File: config.mk
export PLATFORM = sky130hd
export DESIGN_NAME = ccpc_top
export DESIGN_NICKNAME = d
export VERILOG_FILES = /design/src/ccpc_pkg.sv /design/src/ccpc_top.sv
export VERILOG_INCLUDE_DIRS = /design/src
export SDC_FILE = /design/constraint.sdc
export NUM_CORES = 1
export LEC_CHECK = 0
export BUFFER_PORTS_ARGS = -buffer_cell sky130_fd_sc_hd__buf_4
export CAP_MARGIN = 20
export CORE_MARGIN = 5
export CORE_UTILIZATION = 52
export CTS_BUF_LIST = sky130_fd_sc_hd__clkbuf_16
export CTS_CLUSTER_DIAMETER = 150
export CTS_CLUSTER_SIZE = 12
export DETAILED_ROUTE_END_ITERATION = 16
export PLACE_DENSITY = 0.82
export SYNTH_ARGS = -nofsm -noshare
export SYNTH_HDL_FRONTEND = slang
export SYNTH_SLANG_ARGS = --single-unit
File: constraint.sdc
create_clock -name aclk -period 2.7 [get_ports aclk]
set_clock_uncertainty 0.2 [all_clocks]
set_input_delay 0.27 -clock aclk [delete_from_list [all_inputs] [get_ports aclk]]
set_output_delay 0.27 -clock aclk [all_outputs]
set_load 0.005 [all_outputs]
File: src/ccpc_consts.svh
// Purpose: Constants for CPU clock and power control
// Assumes: 20 MHz aclk, 8-bit registers on 32-bit words
// Notes:   Offsets are byte addresses
`ifndef CCPC_CONSTS_SVH
`define CCPC_CONSTS_SVH
// ---------------------------------------------
// Timing
// ---------------------------------------------
`define CCPC_CLK_HZ      20000000
`define CCPC_RING_HZ     1000000
`define CCPC_RING_CYC    (`CCPC_CLK_HZ / `CCPC_RING_HZ)
// ---------------------------------------------
// Register map
// ---------------------------------------------
`define CCPC_PROT_OFS    8'h00
`define CCPC_CM0_OFS     8'h04
`define CCPC_CM1_OFS     8'h08
`define CCPC_CM2_OFS     8'h0C
`define CCPC_PM2_OFS     8'h10
`define CCPC_CMD_OFS     8'h14
`define CCPC_STAT_OFS    8'h18
`define CCPC_WORD_MASK   8'hFC
`define CCPC_PROT_MASK   8'h03
`define CCPC_PM2_MASK    8'h06
`define CCPC_CM0_RST     8'h40
`define CCPC_RESP_OKAY   2'h0
`define CCPC_RESP_SLVERR 2'h2
// ---------------------------------------------
// Fields
// ---------------------------------------------
`define CCPC_PRC0        0
`define CCPC_MODE_REG_WRITE_ENABLE        1
`define CCPC_GATE        2
`define CCPC_HALT        5
`define CCPC_DIV8        6
`define CCPC_SYSSEL      7
`define CCPC_STOP        0
`define CCPC_B1          1
`define CCPC_DIVL        6
`define CCPC_DIVH        7
`define CCPC_OSDE        0
`define CCPC_RSEL        1
`define CCPC_LOCK        1
`define CCPC_WRS         2
`define CCPC_WAIT        0
`define CCPC_LOG_DIV8    3'h3
`define CCPC_LOG_DIV16   3'h4
`endif

File: src/ccpc_pkg.sv
// Purpose: Types for CPU clock and power control
// Assumes: Constants come from ccpc_consts.svh
// Notes:   One packed struct holds all state
package ccpc_pkg;
  // ---------------------------------------------
  // Power state
  // ---------------------------------------------
  typedef enum logic [2:0] {
    CCPC_RUN  = 3'h1,
    CCPC_WAIT = 3'h2,
    CCPC_STOP = 3'h4
  } ccpc_pwr_t;

  // ---------------------------------------------
  // Whole block state
  // ---------------------------------------------
  typedef struct packed {
    logic        aw_got;
    logic        w_got;
    logic [7:0]  aw_addr;
    logic [7:0]  w_data;
    logic        w_en;
    logic        awready;
    logic        wready;
    logic        bvalid;
    logic [1:0]  bresp;
    logic        arready;
    logic        rvalid;
    logic [1:0]  rresp;
    logic [31:0] rdata;
    logic [7:0]  prot;
    logic [7:0]  cm0;
    logic [7:0]  cm1;
    logic [7:0]  cm2;
    logic [7:0]  pm2;
    ccpc_pwr_t   pwr;
    logic [1:0]  s_ext;
    logic [1:0]  s_int;
    logic [1:0]  s_hold;
    logic [7:0]  ring_cnt;
    logic        ring_run;
    logic [3:0]  cpu_cnt;
    logic [2:0]  div_cur;
    logic        sel_cur;
    logic [4:0]  p_cnt;
    logic        p_gate;
    logic        cpu_tick;
    logic        wdt_tick;
    logic [3:0]  f_tick;
    logic        gpio_hold;
  } ccpc_state_t;
endpackage

File: src/ccpc_top.sv
// Purpose: CPU clock select, divide and power control
// Assumes: Clocks are one-cycle ticks on aclk
// Notes:   Main clock ticks every aclk, ring every 20
`timescale 1ns/1ps
`include "ccpc_consts.svh"

// Operation
// Mode register two needs write enable
// Lock and watchdog-ring bits are sticky
// Lock keeps wait from halting bus clock
// Lock blocks listed clock control writes
// Watchdog-ring bit starts ring, feeds watchdog
// Watchdog-ring bit blocks stop entry
// Ring watchdog counts in wait, hold
// Reset gives main clock divided by eight
// Ring off at reset, select enables it
// Divider gives 1, 2, 4, 8, 16
// High, medium and ring speed modes
// Stop entry forces divide by eight
// Peripheral clocks divide by 1,2,8,32
// Peripheral clocks gated in wait, low power
// Software selects only a stable source
// Set divide by eight before leaving ring
// Wait stops CPU clock, oscillators run
// Wake by reset or permitted interrupts
// Port pins hold during wait
// Reset-only wake needs all levels zero
// Interrupt wake needs level, flag, enable
// Wake resumes the same clock setting
// Source and divider change glitch-free
// Gating changes only between clock pulses
module ccpc_top #(
  parameter int ADDR_W = 8
) (
  input  wire logic              aclk,
  input  wire logic              aresetn,
  input  wire logic              awvalid,
  output      logic              awready,
  input  wire logic [ADDR_W-1:0] awaddr,
  input  wire logic              wvalid,
  output      logic              wready,
  input  wire logic [31:0]       wdata,
  input  wire logic [3:0]        wstrb,
  output      logic              bvalid,
  input  wire logic              bready,
  output      logic [1:0]        bresp,
  input  wire logic              arvalid,
  output      logic              arready,
  input  wire logic [ADDR_W-1:0] araddr,
  output      logic              rvalid,
  input  wire logic              rready,
  output      logic [31:0]       rdata,
  output      logic [1:0]        rresp,
  input  wire logic              irq_ext_wake,
  input  wire logic              irq_int_wake,
  input  wire logic              hold_req,
  output      logic              cpu_tick,
  output      logic              wdt_tick,
  output      logic [3:0]        timer_periph_clock,
  output      logic [3:0]        sio_periph_clock,
  output      logic              ring_osc_run,
  output      logic              gpio_hold
);

  // ---------------------------------------------
  // State and derived terms
  // ---------------------------------------------
  localparam logic [7:0] RING_LAST = 8'(`CCPC_RING_CYC - 1);

  ccpc_pkg::ccpc_state_t q;
  ccpc_pkg::ccpc_state_t n;

  logic       lock;
  logic       wrs;
  logic       ring_on;
  logic       ring_tick;
  logic       main_tick;
  logic       src_tick;
  logic       halt;
  logic       gate_want;
  logic [3:0] term;
  logic [2:0] new_div;
  logic [7:0] wd;
  logic [7:0] wa;
  logic [7:0] ra;

  assign lock = q.pm2[`CCPC_LOCK];
  assign wrs  = q.pm2[`CCPC_WRS];
  // Oscillators die in stop; ring also runs for the watchdog
  // Ring outlives its select bit until the source swap lands, else the swap never comes
  assign ring_on   = (q.cm2[`CCPC_RSEL] | q.sel_cur | wrs) & (q.pwr != ccpc_pkg::CCPC_STOP);
  assign ring_tick = ring_on & (q.ring_cnt == RING_LAST);
  assign main_tick = ~q.cm0[`CCPC_HALT] & (q.pwr != ccpc_pkg::CCPC_STOP);
  assign src_tick  = q.sel_cur ? ring_tick : main_tick;
  // Locked wait never reaches WAIT, so halt only in real wait or in stop
  assign halt = (q.pwr != ccpc_pkg::CCPC_RUN);
  assign gate_want = ((q.pwr == ccpc_pkg::CCPC_WAIT) & q.cm0[`CCPC_GATE])
                   | (q.cm2[`CCPC_RSEL] & q.cm0[`CCPC_HALT]);
  assign term = (4'h1 << q.div_cur) - 4'h1;
  assign new_div = q.cm0[`CCPC_DIV8] ? `CCPC_LOG_DIV8 :
                   (&q.cm1[`CCPC_DIVH:`CCPC_DIVL]) ? `CCPC_LOG_DIV16 :
                   {1'b0, q.cm1[`CCPC_DIVH], q.cm1[`CCPC_DIVL]};
  assign wd = q.w_data;
  assign wa = q.aw_addr & `CCPC_WORD_MASK;
  assign ra = 8'(araddr) & `CCPC_WORD_MASK;

  // ---------------------------------------------
  // Next state
  // ---------------------------------------------
  always_comb begin
    n = q;
    n.cpu_tick = 1'b0;
    n.wdt_tick = 1'b0;
    n.f_tick   = 4'h0;
    n.s_ext  = {q.s_ext[0], irq_ext_wake};
    n.s_int  = {q.s_int[0], irq_int_wake};
    n.s_hold = {q.s_hold[0], hold_req};

    // Bus: address and data may arrive in either order
    if (awvalid & q.awready) begin
      n.aw_got  = 1'b1;
      n.aw_addr = 8'(awaddr);
    end
    if (wvalid & q.wready) begin
      n.w_got  = 1'b1;
      n.w_data = wdata[7:0];
      n.w_en   = wstrb[0];
    end
    if (bready & q.bvalid) begin
      n.bvalid = 1'b0;
    end
    if (q.aw_got & q.w_got & ~q.bvalid) begin
      n.aw_got = 1'b0;
      n.w_got  = 1'b0;
      n.bvalid = 1'b1;
      n.bresp  = `CCPC_RESP_OKAY;
      case (wa)
        `CCPC_PROT_OFS: begin
          if (q.w_en) n.prot = wd & `CCPC_PROT_MASK;
        end
        `CCPC_CM0_OFS: begin
          if (q.w_en & q.prot[`CCPC_PRC0]) begin
            n.cm0[`CCPC_DIV8] = wd[`CCPC_DIV8];
            if (~lock) begin
              n.cm0[`CCPC_GATE]   = wd[`CCPC_GATE];
              n.cm0[`CCPC_HALT]   = wd[`CCPC_HALT];
              n.cm0[`CCPC_SYSSEL] = wd[`CCPC_SYSSEL];
            end
          end
        end
        `CCPC_CM1_OFS: begin
          if (q.w_en & q.prot[`CCPC_PRC0]) begin
            n.cm1[`CCPC_DIVH] = wd[`CCPC_DIVH];
            n.cm1[`CCPC_DIVL] = wd[`CCPC_DIVL];
            if (~lock) n.cm1[`CCPC_B1] = wd[`CCPC_B1];
            if (~lock & ~wrs & wd[`CCPC_STOP] & (q.pwr == ccpc_pkg::CCPC_RUN)) begin
              n.cm1[`CCPC_STOP] = 1'b1;
              n.pwr = ccpc_pkg::CCPC_STOP;
              n.cm0[`CCPC_DIV8] = 1'b1;
            end
          end
        end
        `CCPC_CM2_OFS: begin
          if (q.w_en & q.prot[`CCPC_PRC0]) begin
            n.cm2[`CCPC_RSEL] = wd[`CCPC_RSEL];
            if (~lock) n.cm2[`CCPC_OSDE] = wd[`CCPC_OSDE];
          end
        end
        `CCPC_PM2_OFS: begin
          // Ones only accumulate until reset
          if (q.w_en & q.prot[`CCPC_MODE_REG_WRITE_ENABLE]) n.pm2 = q.pm2 | (wd & `CCPC_PM2_MASK);
        end
        `CCPC_CMD_OFS: begin
          if (q.w_en & wd[`CCPC_WAIT] & (q.pwr == ccpc_pkg::CCPC_RUN) & ~lock) begin
            n.pwr = ccpc_pkg::CCPC_WAIT;
          end
        end
        `CCPC_STAT_OFS: begin
        end
        default: n.bresp = `CCPC_RESP_SLVERR;
      endcase
    end

    // Bus: reads answer one cycle after the address
    if (rready & q.rvalid) begin
      n.rvalid = 1'b0;
    end
    if (arvalid & q.arready) begin
      n.rvalid = 1'b1;
      n.rresp  = `CCPC_RESP_OKAY;
      n.rdata  = 32'h0;
      case (ra)
        `CCPC_PROT_OFS: n.rdata[7:0] = q.prot;
        `CCPC_CM0_OFS:  n.rdata[7:0] = q.cm0;
        `CCPC_CM1_OFS:  n.rdata[7:0] = q.cm1;
        `CCPC_CM2_OFS:  n.rdata[7:0] = q.cm2;
        `CCPC_PM2_OFS:  n.rdata[7:0] = q.pm2;
        `CCPC_CMD_OFS:  n.rdata[7:0] = 8'h00;
        `CCPC_STAT_OFS: n.rdata[7:0] = {q.ring_run, q.sel_cur, q.div_cur, q.pwr};
        default:        n.rresp = `CCPC_RESP_SLVERR;
      endcase
    end

    // Wake; clock setting is untouched, so wait resumes as before and stop resumes at the divide by eight forced on entry
    case (q.pwr)
      ccpc_pkg::CCPC_RUN: begin
      end
      ccpc_pkg::CCPC_WAIT: begin
        if (q.s_ext[1] | (q.s_int[1] & ~q.cm0[`CCPC_GATE])) begin
          n.pwr = ccpc_pkg::CCPC_RUN;
        end
      end
      ccpc_pkg::CCPC_STOP: begin
        if (q.s_ext[1]) begin
          n.pwr = ccpc_pkg::CCPC_RUN;
          n.cm1[`CCPC_STOP] = 1'b0;
        end
      end
      default: n.pwr = ccpc_pkg::CCPC_RUN;
    endcase

    // Ring oscillator model
    if (ring_on) begin
      n.ring_cnt = ring_tick ? 8'h00 : q.ring_cnt + 8'h01;
    end else begin
      n.ring_cnt = 8'h00;
    end
    n.ring_run = ring_on;

    // Source and divisor swap only at a period end
    if (src_tick) begin
      if (q.cpu_cnt == term) begin
        n.cpu_cnt  = 4'h0;
        n.div_cur  = new_div;
        n.sel_cur  = q.cm2[`CCPC_RSEL];
        n.cpu_tick = ~halt;
      end else begin
        n.cpu_cnt = q.cpu_cnt + 4'h1;
      end
      n.p_cnt = q.p_cnt + 5'h1;
      if (~q.p_gate) begin
        n.f_tick = {&q.p_cnt, &q.p_cnt[2:0], q.p_cnt[0], 1'b1};
      end
      // Gate moves only after the slowest clock completes
      if (&q.p_cnt) n.p_gate = gate_want;
    end

    // Stop freezes the divider; restart it cleanly at eight
    if ((n.pwr == ccpc_pkg::CCPC_STOP) & (q.pwr != ccpc_pkg::CCPC_STOP)) begin
      n.div_cur = `CCPC_LOG_DIV8;
      n.cpu_cnt = 4'h0;
    end

    n.wdt_tick = wrs ? ring_tick : (n.cpu_tick & ~q.s_hold[1]);
    n.gpio_hold = (n.pwr != ccpc_pkg::CCPC_RUN);

    n.awready = ~n.aw_got & ~n.bvalid;
    n.wready  = ~n.w_got & ~n.bvalid;
    n.arready = ~n.rvalid;
  end

  // ---------------------------------------------
  // Registers
  // ---------------------------------------------
  always_ff @(posedge aclk) begin
    if (!aresetn) begin
      q         <= '0;
      q.pwr     <= ccpc_pkg::CCPC_RUN;
      q.cm0     <= `CCPC_CM0_RST;
      q.div_cur <= `CCPC_LOG_DIV8;
      q.awready <= 1'b1;
      q.wready  <= 1'b1;
      q.arready <= 1'b1;
    end else begin
      q <= n;
    end
  end

  assign awready            = q.awready;
  assign wready             = q.wready;
  assign bvalid             = q.bvalid;
  assign bresp              = q.bresp;
  assign arready            = q.arready;
  assign rvalid             = q.rvalid;
  assign rdata              = q.rdata;
  assign rresp              = q.rresp;
  assign cpu_tick           = q.cpu_tick;
  assign wdt_tick           = q.wdt_tick;
  assign timer_periph_clock = q.f_tick;
  assign sio_periph_clock   = q.f_tick;
  assign ring_osc_run       = q.ring_run;
  assign gpio_hold          = q.gpio_hold;
endmodule // ccpc_top

==> impl_metrics.yaml, run 1 <==
power_and_ir_drop:
  p_total_mw: 2.70
  p_per_area_mw_per_mm2: 599
  leakagePower_nw: 1.86
  ir_drop_mv: 0.353
timing:
  clock.fmax_mhz: 432
  slew_headroom_pct: 64.8
  hold_viol: 0
  setup_viol: 0
  fin_ws_ps: 386
  worst_slew_pin_slew_ps: 528
  period_needed_ps: 2310
  rsz0062_at_grt: "no"
  maxSlewViolCount: 0
  finalSetupTns_ps: 0
  fin_crit_sh_pct: 85.7
routing:
  via_per_inst: 5.33
  vias: 3086
  drtIter0Drc: 162
  drc: 0
  dr.pass1.iters: 4
  wl_per_cell_um: 14.0
  ant_nets: 0
  routed_wl_um: 8120
global_route:
  grt_pass1_vias: 2938
  grt_use_total_pct: 17.4
  grt_pass1_wl_um: 13700
  grt-ovfl-total: 0
  antenna_found_initial: 0
  grt_max_degree: 40
synthesis:
  synth_area_leaders: "dfxtp_1, buf_4, nor2b_1"
  synth_area_mm2: 0.00395
  synthCells: 442
  synth_top_cell_by_area: "dfxtp_1"
  syn-mean-instance-area_um2: 8.93
  async_flop_share_pct: 0
  synth_top_area_share_pct: 42.1
  ys.flop_type: "dfxtp_1"
  yosysSeqAreaShare_pct: 42.1
  synth.distinct_cells: 55
  yosysWarnings: 0
  ys_ff_latch: 83
  synth_edf_count: 0
place:
  place_area_mm2: 0.00418
  dp_hpwl_um: 5740
  place.gp.congestion: 0.840
  io_buffers: 55
  dp_slack_ps: 427
setup_path:
  setup.worst_path.class: "reg2reg"
  cp.arrival_ps: 2370
  path_max_fanout: 11
  crit_path_end_kind: "flop"
  crit_path_start_kind: "flop"
  cp_data_required_time_ps: 2760
  rr_worst_depth: 6
final_layout:
  final_area_mm2: 0.00450
  finalNetCount: 542
  layout_common_cells: "dfxtp_1, buf_4, nand2_1"
  diodes: 0
  layout-drive-gt1-share_pct: 17.7
  layout_commonest_cell: "dfxtp_1"
  area_delta_synth_final_pct: 14.1
  post-route-util_pct: 61.4
  fillers: 626
clock_network:
  cts_tree: "built"
  cts_inserted_buffers: 9
  clkTransAtPathRegs_ps: 60
  clock_latency_ps: 330
  htreeDepth: 3
  clock_path_buffers: 2
  clock-sinks: 83
  cts_root_buf: "clkbuf_16"
floorplanning:
  die_w_um: 97.1
  row_count: 31
  core_area_mm2: 0.00733
  design.die.area_mm2: 0.00943
  start_util_pct: 53.8
  ios: 115
  die_h_um: 97.1
run_status:
  status: "finished clean"
worst_hold_path:
  hp-class: "in2reg"
  holdPathStages: 3
flow_run:
  drv_cap: 0
-- routing by layer --
layer | global-route usage (%) | wire length, µm
met1 | 20.4 | 3430
met2 | 29.9 | 4080
met3 | 3.95 | 442
met4 | 8.10 | 168
met5 | 0 | 0
-- flip-flops by register name, indices dropped and copies added, names as in the netlist --
| register | flops |
|---|---|
| q | 50 |
| rdata | 8 |
| wd | 6 |
| sio_periph_clock | 4 |
| n | 3 |
| arready | 1 |
| awready | 1 |
| bresp | 1 |
| bvalid | 1 |
| cpu_tick | 1 |
| gpio_hold | 1 |
| lock | 1 |
| ring_osc_run | 1 |
| rresp | 1 |
| rvalid | 1 |
| wdt_tick | 1 |
| wready | 1 |
-- where the power goes --
part	switching (mW)	internal, mW
registers	0.0446	1.27
logic	0.0959	0.0971
clock network	0.482	0.713
total	0.622	2.07
-- cells by family (layout without fill, tap and decap cells) --
kind of cell | Yosys count | after routing | share of synthesized area [%]
buf+inv | 73 | 86 | 11.4
flops | 83 | 83 | 42.1
xor+xnor | 10 | 10 | 2.22
simple gates | 179 | 179 | 25.4
compound gates | 77 | 77 | 13.6
mux | 14 | 14 | 3.61
fa+ha+maj | 5 | 5 | 1.59
other cells | 1 | 26 | 0.0950
-- synthesized netlist by cell type, types with 4 or more instances --
master and instances:
clkbuf_1 15, a21boi_0 19, nor2_1 24, nand3b_1 6
nor3_1 6, nand4_1 5, and3_1 7, xor2_1 5
nand2b_1 5, buf_4 44, dfxtp_1 83, nor2b_1 25
mux2i_1 12, nand3_1 26, and2_1 12, nand2_1 40
xnor2_1 5, o21ai_0 8, inv_1 9, a22oi_1 11
nor3b_1 4, ha_1 5, a21oi_1 15
-- worst paths after layout --
path,start,endpoint,slack [ps]
max reg2reg,q[22],q[20],390
min,awaddr[3],q[132],7
min reg2reg,n[33],q[33],230
max,q[22],q[20],390
-- critical path, stage by stage (launching register included) --
cell and delay [ps]:
dfxtp_1 390, ha_1 250, nor4b_4 260, nand2_2 110, a21o_1 340, or4b_1 540, a21oi_1 130
-- cell type report --
type | count | area [µm²] | share of cell area [%]
clock buffers | 9 | 225 | 5.00
clock inverters | 7 | 67.6 | 1.50
inverters | 9 | 33.8 | 0.750
multi-input cells | 311 | 1930 | 42.8
flip-flops and latches | 83 | 1660 | 36.9
well taps | 99 | 124 | 2.75
repair buffers | 61 | 465 | 10.3
-- through the flow --
stage	hold slack [ps]	instances
after floorplan	197	467
after global placement	214	560
after detailed placement	218	560
after CTS	3.04	579
after global routing	4.62	579
final	6.89	579
-- repair_timing --
action / in CTS / in global routing
hold buffers: 3 / 0
buffers inserted: 0 / 0
resized for setup: 0 / 0
hold endpoints to repair: 3 / 0
(Power assumes the default switching activity.)
==> inputs of run 2 (changes only) <==
--- a/config.mk
+++ b/config.mk
@@ -6,6 +6,7 @@
 export SDC_FILE = /design/constraint.sdc
 export NUM_CORES = 1
 export LEC_CHECK = 0
+export ABC_AREA = 1
 export BUFFER_PORTS_ARGS = -buffer_cell sky130_fd_sc_hd__buf_4
 export CAP_MARGIN = 20
 export CORE_MARGIN = 5
==> run 2 against run 1 <==
Net effect:
- clock power increased by 14%
- combinational power increased by 16%
- fmax increased by 23%
- global-route usage increased by 0.85 points
- utilization increased by 1.5 points
- power increased by 7.4%
- sequential cell count unchanged
- register-to-register slack improved by 430 ps
- worst hold slack got worse by 0.76 ps
- sequential share of layout area decreased by 0.47 points
- largest cell class unchanged
- highest routed layer unchanged
==> impl_metrics.yaml, run 2 <==
run_status:
  status: "finished clean"
timing:
  hold_viol: 0
  fin_crit_sh_pct: 70.0
  fin_ws_ps: 811
  setup_viol: 0
  clock.fmax_mhz: 529
  finalSetupTns_ps: 0
  maxSlewViolCount: 0
  rsz0062_at_grt: "no"
  period_needed_ps: 1890
routing:
  vias: 3282
  m1WireLength_um: 3420
  drtIter0Drc: 148
  wl_per_cell_um: 11.8
  top_layer: "met4"
  routed-wl-met2_um: 4000
  ant_nets: 0
  dr.pass1.iters: 5
  routed_wl_um: 7970
  drc: 0
  wl_met3_um: 447
  via_per_inst: 4.88
synthesis:
  synth_area_mm2: 0.00386
  ys.flop_type: "dfxtp_1"
  yosysSeqAreaShare_pct: 43.1
  synth_top_cell_by_area: "dfxtp_1"
  synth_area_leaders: "dfxtp_1, buf_4, nand2_1"
  synth.distinct_cells: 36
  yosys-top-cells-count: "nand2_1, dfxtp_1, nor2_1"
  synth_edf_count: 0
  synthCells: 521
  yosysWarnings: 0
  ys_ff_latch: 83
  yosysMostFrequentCell: "nand2_1"
  async_flop_share_pct: 0
  synth_top_area_share_pct: 43.1
  syn-mean-instance-area_um2: 7.41
clock_network:
  cts_tree: "built"
  clock-sinks: 83
  clock_path_buffers: 2
  cts.repair.resized: 0
  clock_latency_ps: 330
  holdBufCountCts: 10
  postCtsSetupBuffers: 0
  cts_inserted_buffers: 9
  htreeDepth: 3
  clkTransAtPathRegs_ps: 60
  cts_root_buf: "clkbuf_16"
worst_hold_path:
  holdCritStartpoint: "wdata[5]"
  hp-class: "in2reg"
final_layout:
  fillers: 627
  finalNetCount: 636
  layout_commonest_cell: "nand2_1"
  area_delta_synth_final_pct: 18.2
  layout-drive-gt1-share_pct: 17.6
  post-route-util_pct: 62.9
  diodes: 0
  regMostFlops: "q"
  largest_register_ffs: 50
  final-seq-area_mm2: 0.00166
  layout_common_cells: "nand2_1, dfxtp_1, nor2_1"
  multi_input_area_mm2: 0.00168
global_route:
  grt_use_total_pct: 18.2
  grt_pass1_wl_um: 13200
  grt_pass1_vias: 3051
  antenna_found_initial: 0
  grt_max_degree: 41
  grt-ovfl-total: 0
place:
  io_buffers: 55
  place.gp.congestion: 0.959
  dp_slack_ps: 797
  dp_hpwl_um: 5890
floorplanning:
  design.die.area_mm2: 0.00924
  die_h_um: 96.1
  ios: 115
  core_area_mm2: 0.00725
  row_count: 31
  start_util_pct: 53.2
  die_w_um: 96.1
power_and_ir_drop:
  leakagePower_nw: 2.05
  p_per_area_mw_per_mm2: 635
  ir_drop_mv: 0.540
setup_path:
  crit_path_start_kind: "flop"
  crit_path_end_kind: "flop"
  regToRegStartpoint: "q[22]"
  cp_data_required_time_ps: 2700
  cp.arrival_ps: 1890
  setup.worst_path.class: "reg2reg"
  startpoint: "q[22]"
  path_max_fanout: 13
flow_run:
  drv_cap: 0
[run 2: changes by cell type after synthesis, moves of 11 or more]
cell,delta
and2_1,-12
a22oi_1,-11
a21boi_0,-19
mux2i_1,-12
nand2_1,+44
a21oi_1,+18
inv_1,+47
nor2b_1,-25
nor2_1,+52
o21ai_0,+29
[run 2: cells by family (layout without fill, tap and decap cells)]
| group | count (synthesis) | after routing | synth area share [%] |
|---|---|---|---|
| other cells | 1 | 26 | 0.0972 |
| simple gates | 225 | 225 | 25.9 |
| xor+xnor | 6 | 6 | 1.36 |
| buf+inv | 116 | 144 | 15.8 |
| compound gates | 85 | 85 | 12.1 |
| flops | 83 | 83 | 43.1 |
| fa+ha+maj | 5 | 5 | 1.62 |
[run 2: final cells by class]
class | instances | share of cell area [%]
Clock buffer | 9 | 4.94
Multi-Input combinational cell | 347 | 36.9
Tap cell | 99 | 2.72
Timing Repair Buffer | 66 | 11.4
Sequential cell | 83 | 36.4
Clock inverter | 7 | 2.55
Inverter | 62 | 5.10
[run 2: critical path, cell delays in order (launching register included)]
cell	delay, ps
dfxtp_1	350
ha_1	190
nand2_1	80
nor2_2	140
nand2_2	100
a21oi_4	320
nand2_2	200
nand2_1	100
o211ai_1	90
[run 2: power breakdown]
| group | switching, mW | internal (mW) |
|---|---|---|
| clock network | 0.466 | 0.899 |
| logic | 0.127 | 0.0958 |
| registers | 0.0357 | 1.27 |
[run 2: worst paths after layout]
| path | end | slack (ps) | depth (start not counted) |
|---|---|---|---|
| worst max-delay path | q[15] | 810 | 8 |
| worst min-delay path | wd[5] | 6 | 3 |
| worst max register to register | q[15] | 810 | 8 |
| worst min register to register | q[33] | 210 | 2 |
[run 2: stage by stage]
stage	hold slack (ps)	power (mW)	std cells	instance area, µm²
floorplan	168	1.49	546	3950
finish	6.13	2.90	673	4560
global route	17.3	3.02	673	4560
global placement	193	1.53	647	4120
CTS	1.27	2.92	673	4560
detailed placement	195	1.54	647	4120
[run 2: metal layers]
layer / vias to the layer above / GRT usage (%)
li1: 1694 / -
met1: 1489 / 21.5
met2: 88 / 31.2
met3: 11 / 5.39
met4: 0 / 6.52
met5: - / 0
==> inputs of run 3 (changes only) <==
--- a/config.mk
+++ b/config.mk
@@ -6,16 +6,16 @@
 export SDC_FILE = /design/constraint.sdc
 export NUM_CORES = 1
 export LEC_CHECK = 0
-export ABC_AREA = 1
+export ABC_AREA = 0
 export BUFFER_PORTS_ARGS = -buffer_cell sky130_fd_sc_hd__buf_4
 export CAP_MARGIN = 20
 export CORE_MARGIN = 5
-export CORE_UTILIZATION = 52
+export CORE_UTILIZATION = 47
 export CTS_BUF_LIST = sky130_fd_sc_hd__clkbuf_16
 export CTS_CLUSTER_DIAMETER = 150
 export CTS_CLUSTER_SIZE = 12
 export DETAILED_ROUTE_END_ITERATION = 16
-export PLACE_DENSITY = 0.82
+export PLACE_DENSITY = 0.78
 export SYNTH_ARGS = -nofsm -noshare
 export SYNTH_HDL_FRONTEND = slang
 export SYNTH_SLANG_ARGS = --single-unit
==> constraint.sdc (replaced) <==
create_clock -name aclk -period 1.5 [get_ports aclk]
set_clock_uncertainty 0.2 [all_clocks]
set_input_delay 0.15 -clock aclk [delete_from_list [all_inputs] [get_ports aclk]]
set_output_delay 0.15 -clock aclk [all_outputs]
set_load 0.005 [all_outputs]
==> run 3 against run 2 <==
Net effect:
- the run now ends with setup timing left
- sequential power increased by 79%
- sequential cell count unchanged
- critical path depth decreased by 2
- critical path type unchanged
- via count increased by 13%
- fmax decreased by 5.0%
- count of clock-buffer cells in the layout unchanged
- clock power increased by 58%
- largest power group is now registers
- combinational power increased to 2.6 times the previous value
- largest cell class unchanged
==> impl_metrics.yaml, run 3 (synthesized netlist as in run 1, its figures left out) <==
run_status:
  status: "finished with violations"
  violations: "setup timing"
global_route:
  antenna_found_initial: 0
  grt_max_degree: 41
  grt_use_met2_pct: 36.4
  grt_pass1_vias: 3601
  globalRouteMet3Util_pct: 4.06
  grt_pass1_wl_um: 16500
  use_met1_pct: 22.5
  grt-ovfl-total: 0
  grt_use_total_pct: 20.0
  grt-busiest-layer: "met2"
clock_network:
  cts_inserted_buffers: 9
  clock_path_buffers: 2
  cts_root_buf: "clkbuf_16"
  cts_tree: "built"
  htreeDepth: 3
  clock_latency_ps: 340
  clkTransAtPathRegs_ps: 60
  clock-sinks: 83
final_layout:
  final-seq-area_mm2: 0.00168
  multi_input_area_mm2: 0.00227
  largest_register_ffs: 50
  diodes: 0
  layout_commonest_cell: "buf_4"
  final_area_mm2: 0.00581
  fillers: 547
  post-route-util_pct: 70.8
  area_delta_synth_final_pct: 47.3
  finalNetCount: 652
  layout_common_cells: "buf_4, dfxtp_1, nand2_1"
  layout-drive-gt1-share_pct: 40.3
  regMostFlops: "q"
routing:
  vias: 3709
  dr.pass1.iters: 5
  drtIter0Drc: 228
  routed_wl_um: 11000
  wl_per_cell_um: 15.8
  drc: 0
  ant_nets: 0
  via_per_inst: 5.34
setup_path:
  path_buf_inv: 0
  cp_data_required_time_ps: 1580
  regToRegStartpoint: "q[23]"
  crit_path_end_kind: "flop"
  cp_slowest_cell: "or4b_4"
  crit_path_start_kind: "flop"
  crit_family: "simple AND/OR/NAND/NOR gates"
  slowest_delay_ps: 500
  cp_cell_sequence: "ha_4 -> nor4b_4 -> nand2_2 -> a21o_4 -> or4b_4 -> a21oi_2"
  cp.arrival_ps: 2060
  startpoint: "q[23]"
  r2r_slack_ps: -490
  setup.worst_path.class: "reg2reg"
  path_max_fanout: 4
timing:
  fin_ws_ps: -488
  hold_viol: 0
  finalSetupTns_ps: -10280
  fin_crit_sh_pct: 133
  maxSlewViolCount: 0
  setup_viol: 40
  period_needed_ps: 1990
  clock.fmax_mhz: 503
  rsz0062_at_grt: "yes"
worst_hold_path:
  hp-class: "in2reg"
  holdCritStartpoint: "aresetn"
floorplanning:
  start_util_pct: 48.0
  core_area_mm2: 0.00822
  ios: 115
  design.die.area_mm2: 0.0103
  die_w_um: 102
  row_count: 33
  die_h_um: 102
place:
  place.gp.congestion: 0.854
  place_area_mm2: 0.00480
  dp_slack_ps: -414
  io_buffers: 55
  dp_hpwl_um: 6830
power_and_ir_drop:
  leakagePower_nw: 2.48
  ir_drop_mv: 0.650
  p_per_area_mw_per_mm2: 873
flow_run:
  drv_cap: 0
run 3: changes by cell type in the layout (fill, tap and decap cells not counted), moves of 25 or more:
cell / before / now
buf_4: 56 / 129
nor2_1: 76 / 15
nand2_1: 84 / 34
inv_1: 56 / 11
o21ai_0: 37 / 3
a21oi_1: 33 / 6
nor2b_1: 0 / 25
run 3: final cells by class:
cell class | instances | share of cell area [%]
Clock buffer | 9 | 3.87
Tap cell | 105 | 2.26
Inverter | 9 | 0.581
Timing Repair Buffer | 171 | 24.3
Multi-Input combinational cell | 311 | 39.1
Clock inverter | 7 | 1.05
Sequential cell | 83 | 28.8
run 3: report_power, final:
part / total, mW / internal (mW) / switching [mW]
clock: 2.15 / 1.27 / 0.884
combinational: 0.577 / 0.310 / 0.267
sequential: 2.35 / 2.28 / 0.0671
run 3: path summary, 6_finish.rpt:
kind | to | cells after the start
setup / recovery | q[20] | 6
hold / removal | wdt_tick | 4
setup reg to reg | q[20] | 6
hold reg to reg | q[35] | 1
run 3: tightest hold or removal path, cell delays in order:
cell     delay, ps
buf_4          140
nand2_4         80
buf_4          100
o22ai_1         60
run 3: timing repair:
action                     in CTS  in global routing
hold buffers                   23                  0
gates resized for setup        51                 47
pin swaps                      31                 27
cloned                          1                  0
hold endpoints to repair       22                  0
buffers inserted                7                 11
setup endpoints to repair      48                 50
run 3: stage by stage:
| step | total power [mW] | cells | hold WS [ps] |
|---|---|---|---|
| 2_1_floorplan | 2.67 | 467 | 77.3 |
| 3_3_place_gp | 2.82 | 639 | 161 |
| 3_5_place_dp | 2.84 | 639 | 165 |
| 4_1_cts | 5.05 | 686 | 4.71 |
| 5_1_grt | 5.25 | 695 | 43.5 |
| 6_report | 5.08 | 695 | 39.5 |
run 3: layer usage:
metal  up-vias  wire length, µm
li1       1766                -
met1      1786             4210
met2       125             5870
met3        32              551
met4         0              364
met5         -                0
